--- src/include/rst_seq_pkg.sv ---
// package for the transceiver reset sequencer: states, pin groups, widths
// assumes a single free-running clock shared by sequencer and transceiver user side
package rst_seq_pkg;

  // one-hot state codes of the sequencer
  typedef enum logic [5:0] {
    ST_TX_PULSE = 6'h01,
    ST_TX_WAIT  = 6'h02,
    ST_TX_DONE  = 6'h04,
    ST_RX_PULSE = 6'h08,
    ST_RX_WAIT  = 6'h10,
    ST_RUN      = 6'h20
  } seq_state_e;

  // reset pulse length in cycles
  localparam int unsigned PULSE_CYCLES = 1;
  // width of the done-flag synchroniser chain
  localparam int unsigned SYNC_STAGES = 2;

  // reset outputs towards the transceiver
  typedef struct packed {
    logic tx_rst;
    logic rx_rst;
  } xcvr_rst_s;

  // completion flags coming back from the transceiver
  typedef struct packed {
    logic tx_done;
    logic rx_done;
  } xcvr_done_s;

  // readiness towards the user logic
  typedef struct packed {
    logic tx_ready;
    logic rx_ready;
  } user_ready_s;

endpackage : rst_seq_pkg

--- src/logic/done_sync.sv ---
// two-stage synchroniser for the transceiver completion flags
// assumes the flags are levels that stay high once raised
`timescale 1ns/100ps
module done_sync
  import rst_seq_pkg::*;
#(
  parameter int unsigned STAGES = SYNC_STAGES
) (
  // clock and reset
  input wire logic ref_clk_i,
  input wire logic nrst_i,
  // flags
  input wire xcvr_done_s done_i,
  output xcvr_done_s done_o
);

  // fewer than two stages gives no metastability settling time
  if (STAGES < 2) begin : g_bad_stages
    $error("done_sync needs at least two stages");
  end

  logic [STAGES-1:0] tx_chain_reg;
  logic [STAGES-1:0] rx_chain_reg;

  // shift chain; only the last stage is read outside
  always_ff @(posedge ref_clk_i or negedge nrst_i) begin
    if (!nrst_i) begin
      tx_chain_reg <= '0;
      rx_chain_reg <= '0;
    end else begin
      tx_chain_reg <= {tx_chain_reg[STAGES-2:0], done_i.tx_done};
      rx_chain_reg <= {rx_chain_reg[STAGES-2:0], done_i.rx_done};
    end
  end

  assign done_o.tx_done = tx_chain_reg[STAGES-1];
  assign done_o.rx_done = rx_chain_reg[STAGES-1];

endmodule : done_sync

--- src/logic/transceiver_reset_sequencer.sv ---
// transceiver reset sequencer for a transceiver with bypassed tx and rx buffers
// assumes the transceiver done flags are levels; one clock at 250 MHz
`timescale 1ns/100ps

module transceiver_reset_sequencer
  import rst_seq_pkg::*;
(
  // clock and reset
  input wire logic ref_clk_i,
  input wire logic nrst_i,
  // transceiver side
  output xcvr_rst_s xcvr_rst_o,
  input wire xcvr_done_s xcvr_done_i,
  // user side
  output user_ready_s user_ready_o
);

  seq_state_e state_reg;
  seq_state_e state_next;
  xcvr_done_s done_sync_w;
  logic tx_rst_reg;
  logic rx_rst_reg;
  logic tx_ready_reg;
  logic rx_ready_reg;

  // flags arrive from the transceiver's own logic, so resynchronise them
  done_sync #(
    .STAGES(SYNC_STAGES)
  ) u_done_sync (
    .ref_clk_i(ref_clk_i),
    .nrst_i(nrst_i),
    .done_i(xcvr_done_i),
    .done_o(done_sync_w)
  );

  // true when the wait state in hand has seen its own completion flag; a flag that
  // belongs to the other phase is ignored, so an early rx done cannot skip the tx wait
  function automatic logic phase_done(input seq_state_e st, input xcvr_done_s d);
    logic hit;
    hit = 1'h0;
    case (st)
      ST_TX_WAIT: hit = d.tx_done;
      ST_RX_WAIT: hit = d.rx_done;
      default: hit = 1'h0;
    endcase
    return hit;
  endfunction : phase_done

  // the pulse state is kept for exactly one cycle, so the pulse length is fixed
  if (PULSE_CYCLES != 1) begin : g_bad_pulse
    $error("transceiver_reset_sequencer only serves one-cycle reset pulses");
  end

  // next-state decode
  always_comb begin
    state_next = state_reg;
    case (state_reg)
      ST_TX_PULSE: state_next = ST_TX_WAIT;
      ST_TX_WAIT: begin
        if (phase_done(state_reg, done_sync_w)) begin
          state_next = ST_TX_DONE;
        end
      end
      ST_TX_DONE: state_next = ST_RX_PULSE;
      ST_RX_PULSE: state_next = ST_RX_WAIT;
      ST_RX_WAIT: begin
        if (phase_done(state_reg, done_sync_w)) begin
          state_next = ST_RUN;
        end
      end
      ST_RUN: state_next = ST_RUN;
      default: state_next = ST_TX_PULSE;
    endcase
  end

  // state register; reset always restarts at the tx pulse
  always_ff @(posedge ref_clk_i or negedge nrst_i) begin
    if (!nrst_i) begin
      state_reg <= ST_TX_PULSE;
    end else begin
      state_reg <= state_next;
    end
  end

  // reset outputs are registered so they are glitch free at the pins and low in reset;
  // tx reset follows the pulse state by one cycle, rx reset lines up with its state
  always_ff @(posedge ref_clk_i or negedge nrst_i) begin
    if (!nrst_i) begin
      tx_rst_reg <= 1'h0;
      rx_rst_reg <= 1'h0;
    end else begin
      tx_rst_reg <= (state_reg == ST_TX_PULSE);
      rx_rst_reg <= (state_next == ST_RX_PULSE);
    end
  end

  // ready flags; they only rise and drop solely on reset
  always_ff @(posedge ref_clk_i or negedge nrst_i) begin
    if (!nrst_i) begin
      tx_ready_reg <= 1'h0;
      rx_ready_reg <= 1'h0;
    end else begin
      if (state_next == ST_TX_DONE) begin
        tx_ready_reg <= 1'h1;
      end
      if (state_next == ST_RUN) begin
        rx_ready_reg <= 1'h1;
      end
    end
  end

  // pins come straight from flops, so they hold no decode glitches
  assign xcvr_rst_o.tx_rst = tx_rst_reg;
  assign xcvr_rst_o.rx_rst = rx_rst_reg;
  assign user_ready_o.tx_ready = tx_ready_reg;
  assign user_ready_o.rx_ready = rx_ready_reg;

  // checks; all of them sleep while the sequencer is in reset

  // tx reset is a single-cycle pulse
  chk_tx_one_cycle: assert property (@(posedge ref_clk_i) disable iff (!nrst_i)
    $rose(xcvr_rst_o.tx_rst) |=> !xcvr_rst_o.tx_rst)
    else $error("tx reset longer than one cycle");

  // the tx pulse only stands in the cycle right after the pulse state
  chk_tx_rst_place: assert property (@(posedge ref_clk_i) disable iff (!nrst_i)
    xcvr_rst_o.tx_rst |-> state_reg == ST_TX_WAIT && !tx_ready_reg)
    else $error("tx reset outside the start of tx wait");

  // the pulse state is left after one cycle
  chk_tx_pulse_leave: assert property (@(posedge ref_clk_i) disable iff (!nrst_i)
    state_reg == ST_TX_PULSE |=> state_reg == ST_TX_WAIT && xcvr_rst_o.tx_rst)
    else $error("tx pulse state did not pulse");

  // tx wait holds until its flag arrives
  chk_tx_wait_hold: assert property (@(posedge ref_clk_i) disable iff (!nrst_i)
    (state_reg == ST_TX_WAIT && !done_sync_w.tx_done) |=> state_reg == ST_TX_WAIT)
    else $error("left tx wait without done");

  // tx ready rises straight after the tx flag is seen
  chk_tx_ready_rise: assert property (@(posedge ref_clk_i) disable iff (!nrst_i)
    (state_reg == ST_TX_WAIT && done_sync_w.tx_done) |=> tx_ready_reg && !xcvr_rst_o.tx_rst)
    else $error("tx ready not raised after done");

  // tx ready stays up once raised
  chk_tx_ready_hold: assert property (@(posedge ref_clk_i) disable iff (!nrst_i)
    tx_ready_reg |=> tx_ready_reg)
    else $error("tx ready dropped without reset");

  // rx reset only after the tx phase
  chk_rx_after_tx: assert property (@(posedge ref_clk_i) disable iff (!nrst_i)
    xcvr_rst_o.rx_rst |-> tx_ready_reg)
    else $error("rx reset before tx phase finished");

  // rx reset stands exactly in the rx pulse state
  chk_rx_rst_place: assert property (@(posedge ref_clk_i) disable iff (!nrst_i)
    xcvr_rst_o.rx_rst == (state_reg == ST_RX_PULSE))
    else $error("rx reset and rx pulse state disagree");

  // rx reset is a single-cycle pulse
  chk_rx_one_cycle: assert property (@(posedge ref_clk_i) disable iff (!nrst_i)
    xcvr_rst_o.rx_rst |=> !xcvr_rst_o.rx_rst)
    else $error("rx reset longer than one cycle");

  // rx wait holds until its flag arrives
  chk_rx_wait_hold: assert property (@(posedge ref_clk_i) disable iff (!nrst_i)
    (state_reg == ST_RX_WAIT && !done_sync_w.rx_done) |=> state_reg == ST_RX_WAIT && !rx_ready_reg)
    else $error("left rx wait without done");

  // rx ready rises straight after the rx flag is seen
  chk_rx_ready_rise: assert property (@(posedge ref_clk_i) disable iff (!nrst_i)
    (state_reg == ST_RX_WAIT && done_sync_w.rx_done) |=> rx_ready_reg ##1 rx_ready_reg)
    else $error("rx ready not raised after done");

  // the run state is final until reset
  chk_run_hold: assert property (@(posedge ref_clk_i) disable iff (!nrst_i)
    state_reg == ST_RUN |=> state_reg == ST_RUN && rx_ready_reg && !xcvr_rst_o.rx_rst)
    else $error("run state left without reset");

  // rx ready implies a finished tx phase and quiet resets
  chk_ready_order: assert property (@(posedge ref_clk_i) disable iff (!nrst_i)
    rx_ready_reg |-> tx_ready_reg && !xcvr_rst_o.rx_rst && !xcvr_rst_o.tx_rst)
    else $error("rx ready without tx ready");

  // both ready flags stay low while the tx phase is still running
  chk_ready_low: assert property (@(posedge ref_clk_i) disable iff (!nrst_i)
    (state_reg == ST_TX_PULSE || state_reg == ST_TX_WAIT) |-> !tx_ready_reg && !rx_ready_reg)
    else $error("ready raised before tx phase ended");

  // exactly one state bit is set at any time
  chk_state_onehot: assert property (@(posedge ref_clk_i) disable iff (!nrst_i)
    $onehot(state_reg))
    else $error("state register not one-hot");

  // main scenarios
  cov_tx_done: cover property (@(posedge ref_clk_i) disable iff (!nrst_i) $rose(tx_ready_reg));
  cov_rx_pulse: cover property (@(posedge ref_clk_i) disable iff (!nrst_i) $rose(xcvr_rst_o.rx_rst));
  cov_run: cover property (@(posedge ref_clk_i) disable iff (!nrst_i) $rose(rx_ready_reg));
  // a slow transceiver keeps the sequencer waiting
  cov_long_wait: cover property (@(posedge ref_clk_i) disable iff (!nrst_i)
    (state_reg == ST_TX_WAIT) [*8]);

endmodule : transceiver_reset_sequencer

--- config.mk ---
export PLATFORM = sky130hd
export DESIGN_NAME = transceiver_reset_sequencer
export DESIGN_NICKNAME = d
export VERILOG_FILES = /design/src/include/rst_seq_pkg.sv /design/src/logic/done_sync.sv /design/src/logic/transceiver_reset_sequencer.sv
export SDC_FILE = /design/constraint.sdc
export NUM_CORES = 1
export LEC_CHECK = 0
export BUFFER_PORTS_ARGS = -buffer_cell sky130_fd_sc_hd__buf_2
export CAP_MARGIN = 10
export CORE_AREA = 4 4 41 43
export DETAILED_ROUTE_END_ITERATION = 8
export DIE_AREA = 0 0 45 47
export SETUP_SLACK_MARGIN = 0.15
export SLEW_MARGIN = 0
export SYNTH_ARGS = -nofsm -noshare
export SYNTH_HDL_FRONTEND = slang
export SYNTH_SLANG_ARGS = --single-unit
export TNS_END_PERCENT = 30
--- constraint.sdc ---
create_clock -name ref_clk_i -period 2.1 [get_ports ref_clk_i]
set_input_delay 0.21 -clock ref_clk_i [delete_from_list [all_inputs] [get_ports ref_clk_i]]
set_output_delay 0.21 -clock ref_clk_i [all_outputs]
set_load 0.01 [all_outputs]
# Word level (Yosys, flattened, before mapping)
# Index checks and enable logic that the tools add are counted.
# W data, S select, Z words.
# op_classes
bitwise_logic	0
multipliers	0
n_eq_ne	9
shifts	0
addsub	0
div	0
n_reduce_logical	0
order_cmp	0
mux	5
# op_table
operator	count
$pmux W6 S6	1
$eq A6 B3 Y1 const B	2
$eq A6 B4 Y1 const B	2
$eq A6 B6 Y1 const B	2
$mux W6	2
$eq A6 B1 Y1 const B	1
$eq A6 B2 Y1 const B	1
$eq A6 B5 Y1 const B	1
$mux W1	2
# word_totals
word_cells	21
latch_bits	0
ram_bits	0
in_bits	4
ff_bits	14
memories	0
output_inout_bits	4
rom_bits	0

# Logic depth before layout (Yosys ltp)
# logic_depth
ltp_word	5
mapped_depth	4
ltp_nobuf	3

# By module
# From an unflattened synthesis, not the netlist that was laid out.
# hier_totals
hier_cells	49
hier_area_um2	621.8
# by_module_without_submodules
mod	n_inst	cells_per_inst	area_each_um2	seq_area_each_um2
transceiver_reset_sequencer	1	43	506.7	251.5
done_sync	1	6	115.1	100.1

# Worst setup path after synthesis
# No wires, ideal clock.
# synth_timing
path_kind	register to register
start	register state_reg[2]
end	register state_reg[0]
slack_ns	0.621
synth_period_minus_slack_ns	1.479
setup_time_ns	0.078
path_stages_with_launch	4
required_time_ns	2.022
arrival_time_ns	1.401
n_path_buf	0
path_cell_list	dfrtp_1 -> or4_4 -> maj3_2 -> a31o_1
# synth_between
elab_chain_cells	2
word_cells_on_any_way	7
classes_between	eq/ne: 6; mux: 1
# synth_lines
element	line	rtl
start, declared	transceiver_reset_sequencer.sv:18	seq_state_e state_reg;
start signal, assigned	transceiver_reset_sequencer.sv:81	state_reg <= state_next;
$eq A6 B6 Y1 (tied with other cells)	transceiver_reset_sequencer.sv:57	case (state_reg)
$pmux W6 S6 (*)	transceiver_reset_sequencer.sv:57	
net state_next[0]	transceiver_reset_sequencer.sv:19	seq_state_e state_next;
# Mark *: on every way through the listed nets, which the timed path passes. The rest lies on a longest branch.
# A chain may end at the register's enable or synchronous reset.

# Worst setup path in the final report
# layout_timing
start	register state_reg[3]
end	register state_reg[0]
# The elaborated chain is that of the path after synthesis.

==> impl_metrics.py <==
metrics = {
    "route": {
        "drc": 0,
        "routedWlPerCell_um": 12.8,
        "avgViaCountPerCell": 5.32,
        "drt-initial-drc-count": 14,
        "routed_wl_um": 873,
        "dr.pass1.iters": 2,
        "antenna_left": 0,
        "dr_total_vias": 362,
    },
    "clock_tree": {
        "cts_resized": 0,
        "cts_buffer_depth": 2,
        "cts_root_buffer": "clkbuf_4",
        "ctsHoldBuffers": 1,
        "path_clk_slew_ns": 0.08,
        "clock_sinks": 14,
        "worstSkewPairLatency_ns": 0.28,
        "post-cts-setup-buffers": 0,
        "cts_tree": "built",
        "htreeDepth": 1,
        "numCtsBuffers": 3,
    },
    "synthesis": {
        "synth.top_cell.area_share_pct": 56.0,
        "synth_seq_cells": 14,
        "synthCells": 46,
        "synthDistinctLibCells": 21,
        "post_synth.cell_area_avg_um2": 12.6,
        "synth_top_area_cell": "dfrtp_1",
        "syn_nets": 50,
        "yosysWarnings": 0,
        "seq_area_frac_synth_pct": 60.6,
        "syn_area_um2": 581,
        "synthTopCellsByArea": "dfrtp_1 56%, buf_4 5.2%, dfstp_2 4.5%",
    },
    "sta": {
        "min_period_ns": 1.55,
        "finalClockSkew_ns": 0.00268,
        "hold_viol": 0,
        "fmax_mhz": 645,
        "slew_viol_final": 0,
        "max_slew_margin_pct": 80.9,
        "tns_ns": 0,
        "timing.final.crit_share_pct": 73.9,
        "rsz0062_at_grt": "false",
        "tightestPinTransition_ns": 0.287,
        "setup_viol": 0,
    },
    "layout": {
        "ff_latch_area_um2": 352,
        "utilization_pct": 49.1,
        "fin_cells": 68,
        "fin_nets": 58,
        "n_fill_cell": 125,
        "largest_register_ffs": 6,
        "drive_above_1_share_pct": 32.1,
        "multiInputGateArea_um2": 184,
        "diodes": 0,
        "fin_area_um2": 639,
        "syn2layout_area_growth_pct": 10.1,
    },
    "global_routing": {
        "antenna_found_initial": 0,
        "grt_max_degree": 15,
        "grt_usage_pct": 11.5,
        "grt_pass1_wl_mm": 1.64,
        "overflow": 0,
        "grt_pass1_vias": 386,
    },
    "power": {
        "p_clk_share_pct": 24.1,
        "p_per_area_mw_per_mm2": 1220,
        "peakVddDrop_uv": 497,
        "swShare_pct": 29.5,
        "p_sw_w": 0.000230,
        "p_leak_nw": 0.288,
        "comb_power_share_pct": 25.6,
        "p_seq_share_pct": 50.3,
        "p_int_w": 0.000549,
    },
    "floorplanning": {
        "die-area_mm2": 0.00212,
        "die_w_um": 45,
        "die_y_um": 47,
        "core_area_mm2": 0.00130,
        "ios": 8,
        "initial_core_util_pct": 44.6,
        "rows": 13,
    },
    "place": {
        "gp_congestion": 0.744,
        "port_buffers": 7,
        "dpl.hpwl_um": 649,
        "placed_area_um2": 593,
        "dp_cells": 63,
    },
    "critical_path": {
        "path_cells": "or4_4 > maj3_2 > a31o_1",
        "worstPathArrival_ns": 1.76,
        "startpoint_type": "flip-flop",
        "cp_max_fo": 7,
        "slowest_delay_ns": 0.54,
        "reg2reg_slack_ns": 0.55,
        "crit_family": "simple AND/OR/NAND/NOR gates",
        "critPathBufInv": 0,
        "crit_type": "reg -> reg",
        "worstPathRequired_ns": 2.31,
        "endpoint_kind": "flip-flop",
        "slowest_stage": "or4_4",
    },
    "min_path": {
        "holdCritPathClass": "in -> reg",
    },
    "outcome": {
        "status": "finished, final reports clean",
    },
    "run": {
        "cap_violations": 0,
    },
}
final timing paths:
path,start,end,cells past startpoint
setup / recovery,state_reg[3],state_reg[0],3
hold / removal,xcvr_done_i[1],u_done_sync.tx_chain_reg[0],1
setup reg to reg,state_reg[3],state_reg[0],3
hold reg to reg,u_done_sync.tx_chain_reg[0],u_done_sync.tx_chain_reg[1],0
max in group asynchronous,nrst_i,state_reg[0],2
min in group asynchronous,nrst_i,tx_ready_reg,2
Yosys cell counts, drive strengths merged:
master / n
or2: 2
mux2i: 1
or4: 4
or3b: 1
nor2: 5
buf: 5
nor4b: 1
xor2: 1
maj3: 1
nand2b: 2
dfstp: 1
nor3: 2
inv: 1
dfrtp: 13
o21ai: 1
a31o: 1
nand3b: 1
a21oi: 2
o211ai: 1
cell usage in the layout (no fill, tap or decap), drive strengths merged, types with 2 or more instances in the layout:
master  instances
clkbuf          4
nand2b          2
or2             2
or4             4
buf             7
dfrtp          13
nor2            5
a21oi           2
nor3            2
per-layer routing:
metal | up-vias | share of wire, % | global-route usage, %
li1 | 171 | - | -
met1 | 180 | 46 | 13.0
met2 | 9 | 46 | 18.4
met3 | 2 | 5.8 | 3.45
met4 | 0 | 2.2 | 8.77
met5 | - | 0 | 0
power groups by stage:
stage          Combinational (W)  Sequential [W]  Clock [W]
6_report                0.000199        0.000392   0.000188
5_1_grt                 0.000221        0.000403   0.000214
4_1_cts                 0.000204        0.000391   0.000199
3_5_place_dp            0.000202        0.000396          0
3_3_place_gp            0.000194        0.000391          0
2_1_floorplan           0.000184        0.000377          0
kinds of logic (layout without fill, tap and decap cells):
family	Yosys count	in the layout	share of synthesized area [%]
muxes	1	1	1.72
xor gates and xnor gates	1	1	1.51
and+or+nand+nor	18	18	21.1
AOI/OAI and AO/OA	5	5	5.39
DFF	14	14	60.6
buffers and inverters	6	13	7.76
adders and majority gates	1	1	1.94
stage by stage:
stage	total power, W	worst slack, ns	hold WS (ns)
2_1_floorplan	0.000561	0.621	-0.0856
3_3_place_gp	0.000584	0.600	0.109
3_5_place_dp	0.000597	0.573	0.116
4_1_cts	0.000793	0.557	0.0193
5_1_grt	0.000838	0.502	0.0173
6_report	0.000779	0.549	0.0329
cell type report:
cell class | count | share of cell area (%)
Clock buffer | 4 | 5.68
Inverter | 1 | 0.587
Multi-Input combinational cell | 26 | 28.8
Sequential cell | 14 | 55.0
Tap cell | 15 | 2.94
Timing Repair Buffer | 8 | 7.05
No activity file was read; power rests on OpenSTA's default activity.
